`src/pkg/gbe_pcs_map.svh`:
```
`ifndef GBE_PCS_MAP_SVH
`define GBE_PCS_MAP_SVH

// Transmit path stage latencies, in cycles
`define TX_FSM_LAT 3
`define TX_RA_LAT_CLASSIC 9
`define TX_RA_LAT_GATED 2

// Receive path fixed stage latencies, in cycles
`define RX_FSM_LAT 6
`define RX_RA_LAT_CLASSIC 8
`define RX_RA_LAT_GATED 2

// Clock tolerance buffer latency, nominal and spread, in cycles
`define CTF_NOM_LAT 27
`define CTF_MIN_LAT 24
`define CTF_MAX_LAT 34

// Clock tolerance buffer thresholds and slip limits
`define CTF_LOW_THR 16
`define CTF_HIGH_THR 32
`define CTF_SLIP_STEP 2
`define CTF_SLIP_MAX 4
`define CTF_DEPTH 64

// Reference conditions under which the latencies hold
`define MEAS_CLK_MHZ 125
`define MEAS_IFG_CYCLES 12

`endif

```
`src/pkg/gbe_pcs_pkg.sv`:
```
`default_nettype none
package gbe_pcs_pkg;

  // Style of the MAC-facing interface
  typedef enum logic {
    GMII_CLASSIC = 1'b0,
    GMII_GATED   = 1'b1
  } gmii_style_t;

  // Clock tolerance buffer read-side states
  typedef enum logic [2:0] {
    CTF_FILL = 3'b001,
    CTF_RUN  = 3'b010,
    CTF_ADD  = 3'b100
  } ctf_state_t;

endpackage
`default_nettype wire

```
`src/hdl/clock_tolerance_ram.sv`:
```
`timescale 1ns/1ns
`default_nettype none

module clock_tolerance_ram #(
  parameter int WIDTH = 10,
  parameter int AW    = 6
) (
  // Clock and reset
  input  wire logic             clk,
  input  wire logic             sys_rst,
  // Write port
  input  wire logic             wr_en,
  input  wire logic [AW-1:0]    wr_addr,
  input  wire logic [WIDTH-1:0] wr_data,
  // Read port, data registered
  input  wire logic             rd_en,
  input  wire logic [AW-1:0]    rd_addr,
  output logic      [WIDTH-1:0] rd_data
);

  logic [WIDTH-1:0] mem [2**AW];

  // Storage has no reset so it can map to block memory
  always_ff @(posedge clk) begin
    if (wr_en) begin
      mem[wr_addr] <= wr_data;
    end
  end

  // Read data held until the next read
  always_ff @(posedge clk or posedge sys_rst) begin
    if (sys_rst) begin
      rd_data <= '0;
    end else if (rd_en) begin
      rd_data <= mem[rd_addr];
    end
  end

endmodule

`default_nettype wire

```
`src/hdl/gbe_pcs_status_latency.sv`:
```
`timescale 1ns/1ns
`default_nettype none
`include "gbe_pcs_map.svh"
// Behaviour
// - Collision output is transmit enable ANDed with receive data valid.
// - Carrier sense output equals receive data valid with nothing else mixed in.
// - Transmit latency is fixed at 3 plus 9 (classic) or 2 (gated) cycles, never varying.
// - Only the interface style changes transmit latency, no other mode.
// - Receive adds a constant 6 plus 8 (classic) or 2 (gated) cycles after the buffer.
// - The tolerance buffer runs at 27 cycles nominal, within 24 to 34 under offset.
// - The tolerance buffer adds or drops cycles in steps of 2, at most 4 per frame.
// - Buffer thresholds default to 16 low and 32 high.
// - Latency is taken at the start delimiter edge, so slips happen only between frames.
// - Latencies count cycles of the datapath clock, measured with 12-cycle gaps.
module gbe_pcs_status_latency #(
  parameter gbe_pcs_pkg::gmii_style_t STYLE = gbe_pcs_pkg::GMII_CLASSIC,
  parameter int DATA_W   = 8,
  parameter int DEPTH    = `CTF_DEPTH,
  parameter int LOW_THR  = `CTF_LOW_THR,
  parameter int HIGH_THR = `CTF_HIGH_THR
) (
  // Clock and reset
  input  wire logic              clk,
  input  wire logic              sys_rst,
  // MAC transmit side
  input  wire logic [DATA_W-1:0] gmii_txd,
  input  wire logic              gmii_tx_en,
  input  wire logic              gmii_tx_er,
  // Transmit toward the line
  output wire logic [DATA_W-1:0] tx_code_data,
  output wire logic              tx_code_en,
  output wire logic              tx_code_er,
  // Receive from the line
  input  wire logic              rx_code_valid,
  input  wire logic [DATA_W-1:0] rx_code_data,
  input  wire logic              rx_code_dv,
  input  wire logic              rx_code_er,
  // MAC receive side
  output wire logic [DATA_W-1:0] gmii_rxd,
  output wire logic              gmii_rx_dv,
  output wire logic              gmii_rx_er,
  // Status toward the MAC
  output logic                   col,
  output logic                   crs
);
  import gbe_pcs_pkg::*;

  localparam int WORD_W = DATA_W + 2;
  localparam int DV_BIT = DATA_W;
  localparam int ER_BIT = DATA_W + 1;
  // Style alone selects the rate stage; no other mode enters here
  localparam int TX_LAT = `TX_FSM_LAT +
    ((STYLE == GMII_GATED) ? `TX_RA_LAT_GATED : `TX_RA_LAT_CLASSIC);
  localparam int RX_K = `RX_FSM_LAT +
    ((STYLE == GMII_GATED) ? `RX_RA_LAT_GATED : `RX_RA_LAT_CLASSIC);
  localparam int AW = $clog2(DEPTH);
  localparam int LW = AW + 1;
  localparam logic [LW-1:0] FULL_LVL  = LW'(DEPTH);
  localparam logic [LW-1:0] LOW_LVL   = LW'(LOW_THR);
  localparam logic [LW-1:0] HIGH_LVL  = LW'(HIGH_THR);
  // Two cycles pass between reaching this level and the first word out
  localparam logic [LW-1:0] START_LVL = LW'(`CTF_NOM_LAT - 2);
  localparam logic [3:0] SLIP_STEP  = 4'(`CTF_SLIP_STEP);
  localparam logic [3:0] SLIP_ROOM  = 4'(`CTF_SLIP_MAX - `CTF_SLIP_STEP);
  localparam logic [1:0] SLIP_EXTRA = 2'(`CTF_SLIP_STEP - 1);

  function automatic logic [LW-1:0] ptr_gap(input logic [LW-1:0] a, input logic [LW-1:0] b);
    return a - b;
  endfunction

  function automatic logic rising(input logic cur, input logic prev);
    return cur & ~prev;
  endfunction

  logic [WORD_W-1:0] tx_pipe_q [TX_LAT];
  logic [WORD_W-1:0] tx_pipe_d [TX_LAT];
  logic [WORD_W-1:0] rx_pipe_q [RX_K];
  logic [WORD_W-1:0] rx_pipe_d [RX_K];
  logic              col_d;
  logic              crs_d;
  ctf_state_t        state_q;
  ctf_state_t        state_d;
  logic [LW-1:0]     wr_ptr_q;
  logic [LW-1:0]     wr_ptr_d;
  logic [LW-1:0]     rd_ptr_q;
  logic [LW-1:0]     rd_ptr_d;
  logic [LW-1:0]     fill;
  logic [1:0]        add_cnt_q;
  logic [1:0]        add_cnt_d;
  logic [1:0]        drop_run_q;
  logic [1:0]        drop_run_d;
  logic [3:0]        add_used_q;
  logic [3:0]        add_used_d;
  logic [3:0]        drop_used_q;
  logic [3:0]        drop_used_d;
  logic              in_dv_q;
  logic              in_dv_d;
  logic              rvalid_q;
  logic              rvalid_d;
  logic              pop;
  logic              wr_en;
  logic              in_gap;
  logic              start_drop;
  logic              drop_now;
  logic              start_add;
  logic              out_frame_start;
  logic [WORD_W-1:0] rd_word;
  logic [WORD_W-1:0] ctf_word;

  // Transmit delay line, one flop per cycle, frame content ignored
  always_comb begin
    tx_pipe_d[0] = {gmii_tx_er, gmii_tx_en, gmii_txd};
    for (int i = 1; i < TX_LAT; i++) begin
      tx_pipe_d[i] = tx_pipe_q[i-1];
    end
  end

  always_ff @(posedge clk or posedge sys_rst) begin
    if (sys_rst) begin
      for (int i = 0; i < TX_LAT; i++) begin
        tx_pipe_q[i] <= '0;
      end
    end else begin
      tx_pipe_q <= tx_pipe_d;
    end
  end

  assign tx_code_data = tx_pipe_q[TX_LAT-1][DATA_W-1:0];
  assign tx_code_en   = tx_pipe_q[TX_LAT-1][DV_BIT];
  assign tx_code_er   = tx_pipe_q[TX_LAT-1][ER_BIT];

  // Tolerance buffer storage
  clock_tolerance_ram #(
    .WIDTH (WORD_W),
    .AW    (AW)
  ) u_ram (
    .clk     (clk),
    .sys_rst (sys_rst),
    .wr_en   (wr_en),
    .wr_addr (wr_ptr_q[AW-1:0]),
    .wr_data ({rx_code_er, rx_code_dv, rx_code_data}),
    .rd_en   (pop),
    .rd_addr (rd_ptr_q[AW-1:0]),
    .rd_data (rd_word)
  );

  // Tolerance buffer control: drops on the write side, adds on the read side
  always_comb begin
    ctf_word = rvalid_q ? rd_word : '0;
    fill = ptr_gap(wr_ptr_q, rd_ptr_q);
    // Slips only touch idle words between frames, so the delimiter edge never moves
    in_gap = ~rx_code_dv & ~in_dv_q;
    start_drop = rx_code_valid & in_gap & (state_q != CTF_FILL) & (fill > HIGH_LVL)
                 & (drop_run_q == 2'h0) & (drop_used_q <= SLIP_ROOM);
    drop_now = rx_code_valid & in_gap & ((drop_run_q != 2'h0) | start_drop);
    // A full buffer loses the word rather than wrapping onto unread data
    wr_en = rx_code_valid & ~drop_now & (fill != FULL_LVL);
    drop_run_d = drop_run_q;
    drop_used_d = drop_used_q;
    in_dv_d = in_dv_q;
    if (rx_code_valid) begin
      in_dv_d = rx_code_dv;
      if (!in_gap) begin
        drop_run_d = 2'h0;
      end else if (start_drop) begin
        drop_run_d = SLIP_EXTRA;
      end else if (drop_run_q != 2'h0) begin
        drop_run_d = drop_run_q - 2'h1;
      end
      if (start_drop) begin
        drop_used_d = drop_used_q + SLIP_STEP;
      end
      if (rising(rx_code_dv, in_dv_q)) begin
        drop_used_d = 4'h0;
      end
    end
    wr_ptr_d = wr_ptr_q + LW'(wr_en);

    out_frame_start = rising(ctf_word[DV_BIT], rx_pipe_q[0][DV_BIT]);
    start_add = (state_q == CTF_RUN) & ~ctf_word[DV_BIT] & (fill < LOW_LVL)
                & (add_used_q <= SLIP_ROOM);
    pop = 1'b0;
    state_d = state_q;
    add_cnt_d = add_cnt_q;
    add_used_d = add_used_q;
    if (out_frame_start) begin
      add_used_d = 4'h0;
    end
    unique case (state_q)
      CTF_FILL: begin
        if (fill >= START_LVL) begin
          state_d = CTF_RUN;
        end
      end
      CTF_RUN: begin
        if (start_add) begin
          state_d = CTF_ADD;
          add_cnt_d = SLIP_EXTRA;
          add_used_d = add_used_q + SLIP_STEP;
        end else begin
          pop = (fill != '0);
        end
      end
      CTF_ADD: begin
        add_cnt_d = add_cnt_q - 2'h1;
        if (add_cnt_q == 2'h1) begin
          state_d = CTF_RUN;
        end
      end
      default: begin
        state_d = CTF_FILL;
      end
    endcase
    rd_ptr_d = rd_ptr_q + LW'(pop);
    rvalid_d = pop;
  end

  always_ff @(posedge clk or posedge sys_rst) begin
    if (sys_rst) begin
      state_q     <= CTF_FILL;
      wr_ptr_q    <= '0;
      rd_ptr_q    <= '0;
      add_cnt_q   <= 2'h0;
      drop_run_q  <= 2'h0;
      add_used_q  <= 4'h0;
      drop_used_q <= 4'h0;
      in_dv_q     <= 1'b0;
      rvalid_q    <= 1'b0;
    end else begin
      state_q     <= state_d;
      wr_ptr_q    <= wr_ptr_d;
      rd_ptr_q    <= rd_ptr_d;
      add_cnt_q   <= add_cnt_d;
      drop_run_q  <= drop_run_d;
      add_used_q  <= add_used_d;
      drop_used_q <= drop_used_d;
      in_dv_q     <= in_dv_d;
      rvalid_q    <= rvalid_d;
    end
  end

  // Receive state machine and rate stage as a fixed delay line, plus status
  always_comb begin
    rx_pipe_d[0] = ctf_word;
    for (int i = 1; i < RX_K; i++) begin
      rx_pipe_d[i] = rx_pipe_q[i-1];
    end
    // Built from next values so both status flops line up with the rx outputs
    col_d = gmii_tx_en & rx_pipe_d[RX_K-1][DV_BIT];
    crs_d = rx_pipe_d[RX_K-1][DV_BIT];
  end

  always_ff @(posedge clk or posedge sys_rst) begin
    if (sys_rst) begin
      for (int i = 0; i < RX_K; i++) begin
        rx_pipe_q[i] <= '0;
      end
      col <= 1'b0;
      crs <= 1'b0;
    end else begin
      rx_pipe_q <= rx_pipe_d;
      col       <= col_d;
      crs       <= crs_d;
    end
  end

  assign gmii_rxd   = rx_pipe_q[RX_K-1][DATA_W-1:0];
  assign gmii_rx_dv = rx_pipe_q[RX_K-1][DV_BIT];
  assign gmii_rx_er = rx_pipe_q[RX_K-1][ER_BIT];

  // Cycles since reset, so history checks skip the reset period
  logic [5:0] age_q;
  logic [5:0] age_d;

  always_comb begin
    age_d = (age_q == 6'h3F) ? age_q : age_q + 6'h01;
  end

  always_ff @(posedge clk or posedge sys_rst) begin
    if (sys_rst) begin
      age_q <= 6'h00;
    end else begin
      age_q <= age_d;
    end
  end
endmodule

`default_nettype wire

```
`config.mk`:
```
export PLATFORM = sky130hd
export DESIGN_NAME = gbe_pcs_status_latency
export DESIGN_NICKNAME = d
export VERILOG_FILES = /design/src/pkg/gbe_pcs_pkg.sv /design/src/hdl/clock_tolerance_ram.sv /design/src/hdl/gbe_pcs_status_latency.sv
export VERILOG_INCLUDE_DIRS = /design/src /design/src/pkg
export SDC_FILE = /design/constraint.sdc
export NUM_CORES = 1
export LEC_CHECK = 0
export BUFFER_PORTS_ARGS = -buffer_cell sky130_fd_sc_hd__buf_2
export CORE_ASPECT_RATIO = 1.25
export CORE_MARGIN = 5
export CORE_UTILIZATION = 50
export DETAILED_ROUTE_END_ITERATION = 7
export PLACE_DENSITY = 0.65
export REMOVE_ABC_BUFFERS = 1
export SYNTH_ARGS = -nofsm -noshare
export SYNTH_HDL_FRONTEND = slang
export SYNTH_SLANG_ARGS = --single-unit
```
`constraint.sdc`:
```
create_clock -name clk -period 13.49 [get_ports clk]
set_clock_uncertainty 0.05 [all_clocks]
set_input_delay 2.0235 -clock clk [delete_from_list [all_inputs] [get_ports clk]]
set_output_delay 2.0235 -clock clk [all_outputs]
set_load 0.03 [all_outputs]
```
==> results.cfg <==
[yosys]
yosysWarnings = 0
ys_top_cells_by_area = edfxtp_1 (57%), dfrtp_1 (22%), mux4_2 (9.9%), mux2i_1 (1.3%), nor4_1 (1.2%)
synth_common_cells = edfxtp_1 (640), dfrtp_1 (300), mux4_2 (148)
async_flop_share_pct = 32.0
synthCells = 1638
synthDistinctLibCells = 66
synth_edf_count = 640
synth_top_flop_cell = edfxtp_1
yosysTopAreaCellShare_pct = 56.8
ys_seq_area_share_pct = 79.1
syn-cell-area_mm2 = 0.0338
syn_area_per_cell_um2 = 20.6
synth_area_leader_cell = edfxtp_1
ys_ff_latch = 941
synth_most_common_cell = edfxtp_1

[setup_path]
max_stage_delay_ns = 1.10
r2r.worst_path.cells = 11
crit_buf_inv = 4
slowest_stage = nor4_2
r2r_end = u_ram.mem[16][1]$_DFFE_PP_
crit_chain = buf_4 > clkinv_1 > ha_1 > a211oi_2 > o21ba_2 > nor2_1 > o311ai_1 > a21oi_4 > buf_4 > buf_4 > nor4_2
worstPathArrival_ns = 5.78
ff2ff_setup_slack_ns = 7.90
cp-start-kind = flop
critPathTopFamily = buffers and inverters
crit_path_end_kind = flop
cp.required_ns = 13.68
crit_path_frequent_cell = buf_4
critPathKind = flop to flop
reg2reg_from = rd_ptr_q[3]$_DFF_PP0_
cp_max_fo = 42

[floorplan]
io_pins = 45
start_util_pct = 50.5
rows = 106
dieArea_mm2 = 0.0730
die_h_um = 301
core_mm2 = 0.0670
die_x_um = 243

[clock_tree]
cts_max_path_buffers = 3
cts_tree = yes
cts_buffers = 86
cts_hold_buf = 0
cts_root_buf = clkbuf_16
cts-resized-gates = 0
clk_latency_ns = 0.63
clkSlewWorstSetupHoldPaths_ns = 0.07
post_cts_buffers = 0
h-tree-depth = 3
cts_num_sinks = 941

[power]
intPower_w = 0.00541
seqPwrFrac_pct = 45.5
vdd_drop_max_mv = 0.102
p_sw_w = 0.00233
power_frac_clock_pct = 30.6
combinationalPowerShare_pct = 23.9
powerDensity_mw_per_mm2 = 203
leakage_nw = 13.4
swShare_pct = 30.1

[global_route]
grt_usage_pct = 21.1
antenna_found_initial = 2
grt_max_degree = 160
overflow = 0
grt_pass1_wl_um = 114000
grt_pass1_vias = 16590

[sta]
timing.setup.tns_ns = 0
fin_hold_ws_ns = 0.281
fin_crit_ns = 5.59
slew_headroom_pct = 13.8
worstMarginPinSlew_ns = 1.28
finalCritPeriodShare_pct = 41.4
clock.fmax_mhz = 179
maxSlewViolCount = 0
rsz0062_at_grt = false
report.final.setup_viol = 0
hold_violations = 0

[flow_run]
max_cap_viol_count = 0

[final_layout]
nNetsFinal = 1748
areaGrowthSynthToFinish_pct = 12.6
layout-drive-gt1-share_pct = 24.8

[detailed_routing]
drtPass1Iterations = 6
vias = 16296
wirelength_um = 76700
dr.max_layer_used = met5
drtAntennaViolNets = 0
wl_met1_um = 30200
met3_length_um = 6180
via_per_inst = 6.16
drc = 0
dr_wl_met2_um = 36900
drtIter0Drc = 1904
wl_per_cell_um = 29.0

[status]
status = complete, no violations

[hold_path]
min_from = tx_pipe_d[12]$_DFF_PP0_
min_path_cells = 0
worstHoldEndpoint = tx_pipe_d[2]$_DFF_PP0_
hp-class = flop to flop

[placed_design]
dp_hpwl_um = 44800
place.gp.congestion = 0.914
io_buffers = 44
==> layout by cell type, fill, tap and decap left out, types with 9 or more instances in the layout <==
cell type,instances
nor4_2,61
nand2_1,35
nand2b_1,9
mux4_2,148
nor2b_1,10
buf_2,35
o21ai_0,18
edfxtp_1,640
clkinvlp_4,10
a21oi_1,19
ha_1,14
nor2_1,27
clkbuf_16,91
mux2i_1,44
mux2_2,17
inv_1,14
nand3_1,15
clkinv_2,15
buf_4,29
clkinv_1,13
clkbuf_1,13
and2_1,15
a22oi_1,25
dfrtp_1,297
nand3b_1,10
xnor2_1,9
a22o_1,10
==> kinds of logic (layout without fill, tap and decap cells) <==
group	Yosys count	count (layout)	share of synthesized area, %
buf+inv	100	241	1.53
xor+xnor	14	14	0.363
simple gates	213	213	3.49
other cells	0	1	0
compound gates	146	146	3.20
fa+ha+maj	15	15	0.577
flops	941	941	79.1
mux	209	209	11.7
==> sequential cells by signal, summed over array words and instances, names as in the netlist, 7 cells and up <==
| name | count |
|---|---|
| u_ram.mem | 640 |
| rx_pipe_d | 129 |
| tx_pipe_d | 110 |
| u_ram.rd_data | 10 |
| gmii_rxd | 8 |
| tx_code_data | 8 |
| rd_ptr_q | 7 |
| wr_ptr_q | 7 |
==> power groups by stage <==
stage | clock network, W | registers, W | logic [W]
floorplan | 0 | 0.00368 | 0.00117
global placement | 0 | 0.00357 | 0.00182
detailed placement | 0 | 0.00358 | 0.00183
CTS | 0.00242 | 0.00353 | 0.00184
global route | 0.00254 | 0.00355 | 0.00194
finish | 0.00237 | 0.00352 | 0.00185
==> cell type report <==
| class | count | area [um2] |
|---|---|---|
| flip-flops and latches | 941 | 26800 |
| multi-input cells | 597 | 6970 |
| inverters | 20 | 82.6 |
| repair buffers | 64 | 393 |
| clock inverters | 47 | 382 |
| clock buffers | 110 | 2390 |
| well taps | 864 | 1080 |
| diodes | 1 | 2.50 |
| fillers | 4829 | 28900 |
==> routing by layer <==
| layer | vias to the layer above | track usage, % |
|---|---|---|
| li1 | 6718 | - |
| met1 | 8580 | 29.4 |
| met4 | 2 | 9.05 |
| met3 | 156 | 3.68 |
| met5 | - | 0 |
| met2 | 840 | 33.7 |
==> per-stage QoR <==
| stage | cell area, um2 | util, % | setup slack [ns] | total power (W) | instances |
|---|---|---|---|---|---|
| after CTS | 38000 | 56.8 | 7.98 | 0.00778 | 2642 |
| after global placement | 35300 | 52.7 | 7.97 | 0.00539 | 2485 |
| after floorplan | 33400 | - | 3.10 | 0.00484 | 1558 |
| final | 38100 | 56.8 | 7.90 | 0.00775 | 2644 |
| after detailed placement | 35300 | 52.7 | 7.73 | 0.00541 | 2485 |
| after global routing | 38100 | 56.8 | 7.62 | 0.00803 | 2643 |
==> worst max-delay path by stage <==
stage	start	end	slack (ns)	depth (start not counted)
2_1_floorplan	sys_rst	add_cnt_q[0]$_DFFE_PP0P_	3.10	1
3_3_place_gp	rx_code_dv	u_ram.mem[0][1]$_DFFE_PP_	7.97	9
3_5_place_dp	rx_code_valid	u_ram.mem[16][6]$_DFFE_PP_	7.73	5
4_1_cts	rd_ptr_q[3]$_DFF_PP0_	u_ram.mem[16][9]$_DFFE_PP_	7.98	11
5_1_grt	rd_ptr_q[3]$_DFF_PP0_	u_ram.mem[16][9]$_DFFE_PP_	7.62	11
6_report	rd_ptr_q[3]$_DFF_PP0_	u_ram.mem[16][1]$_DFFE_PP_	7.90	11
(Power assumes the default switching activity.)
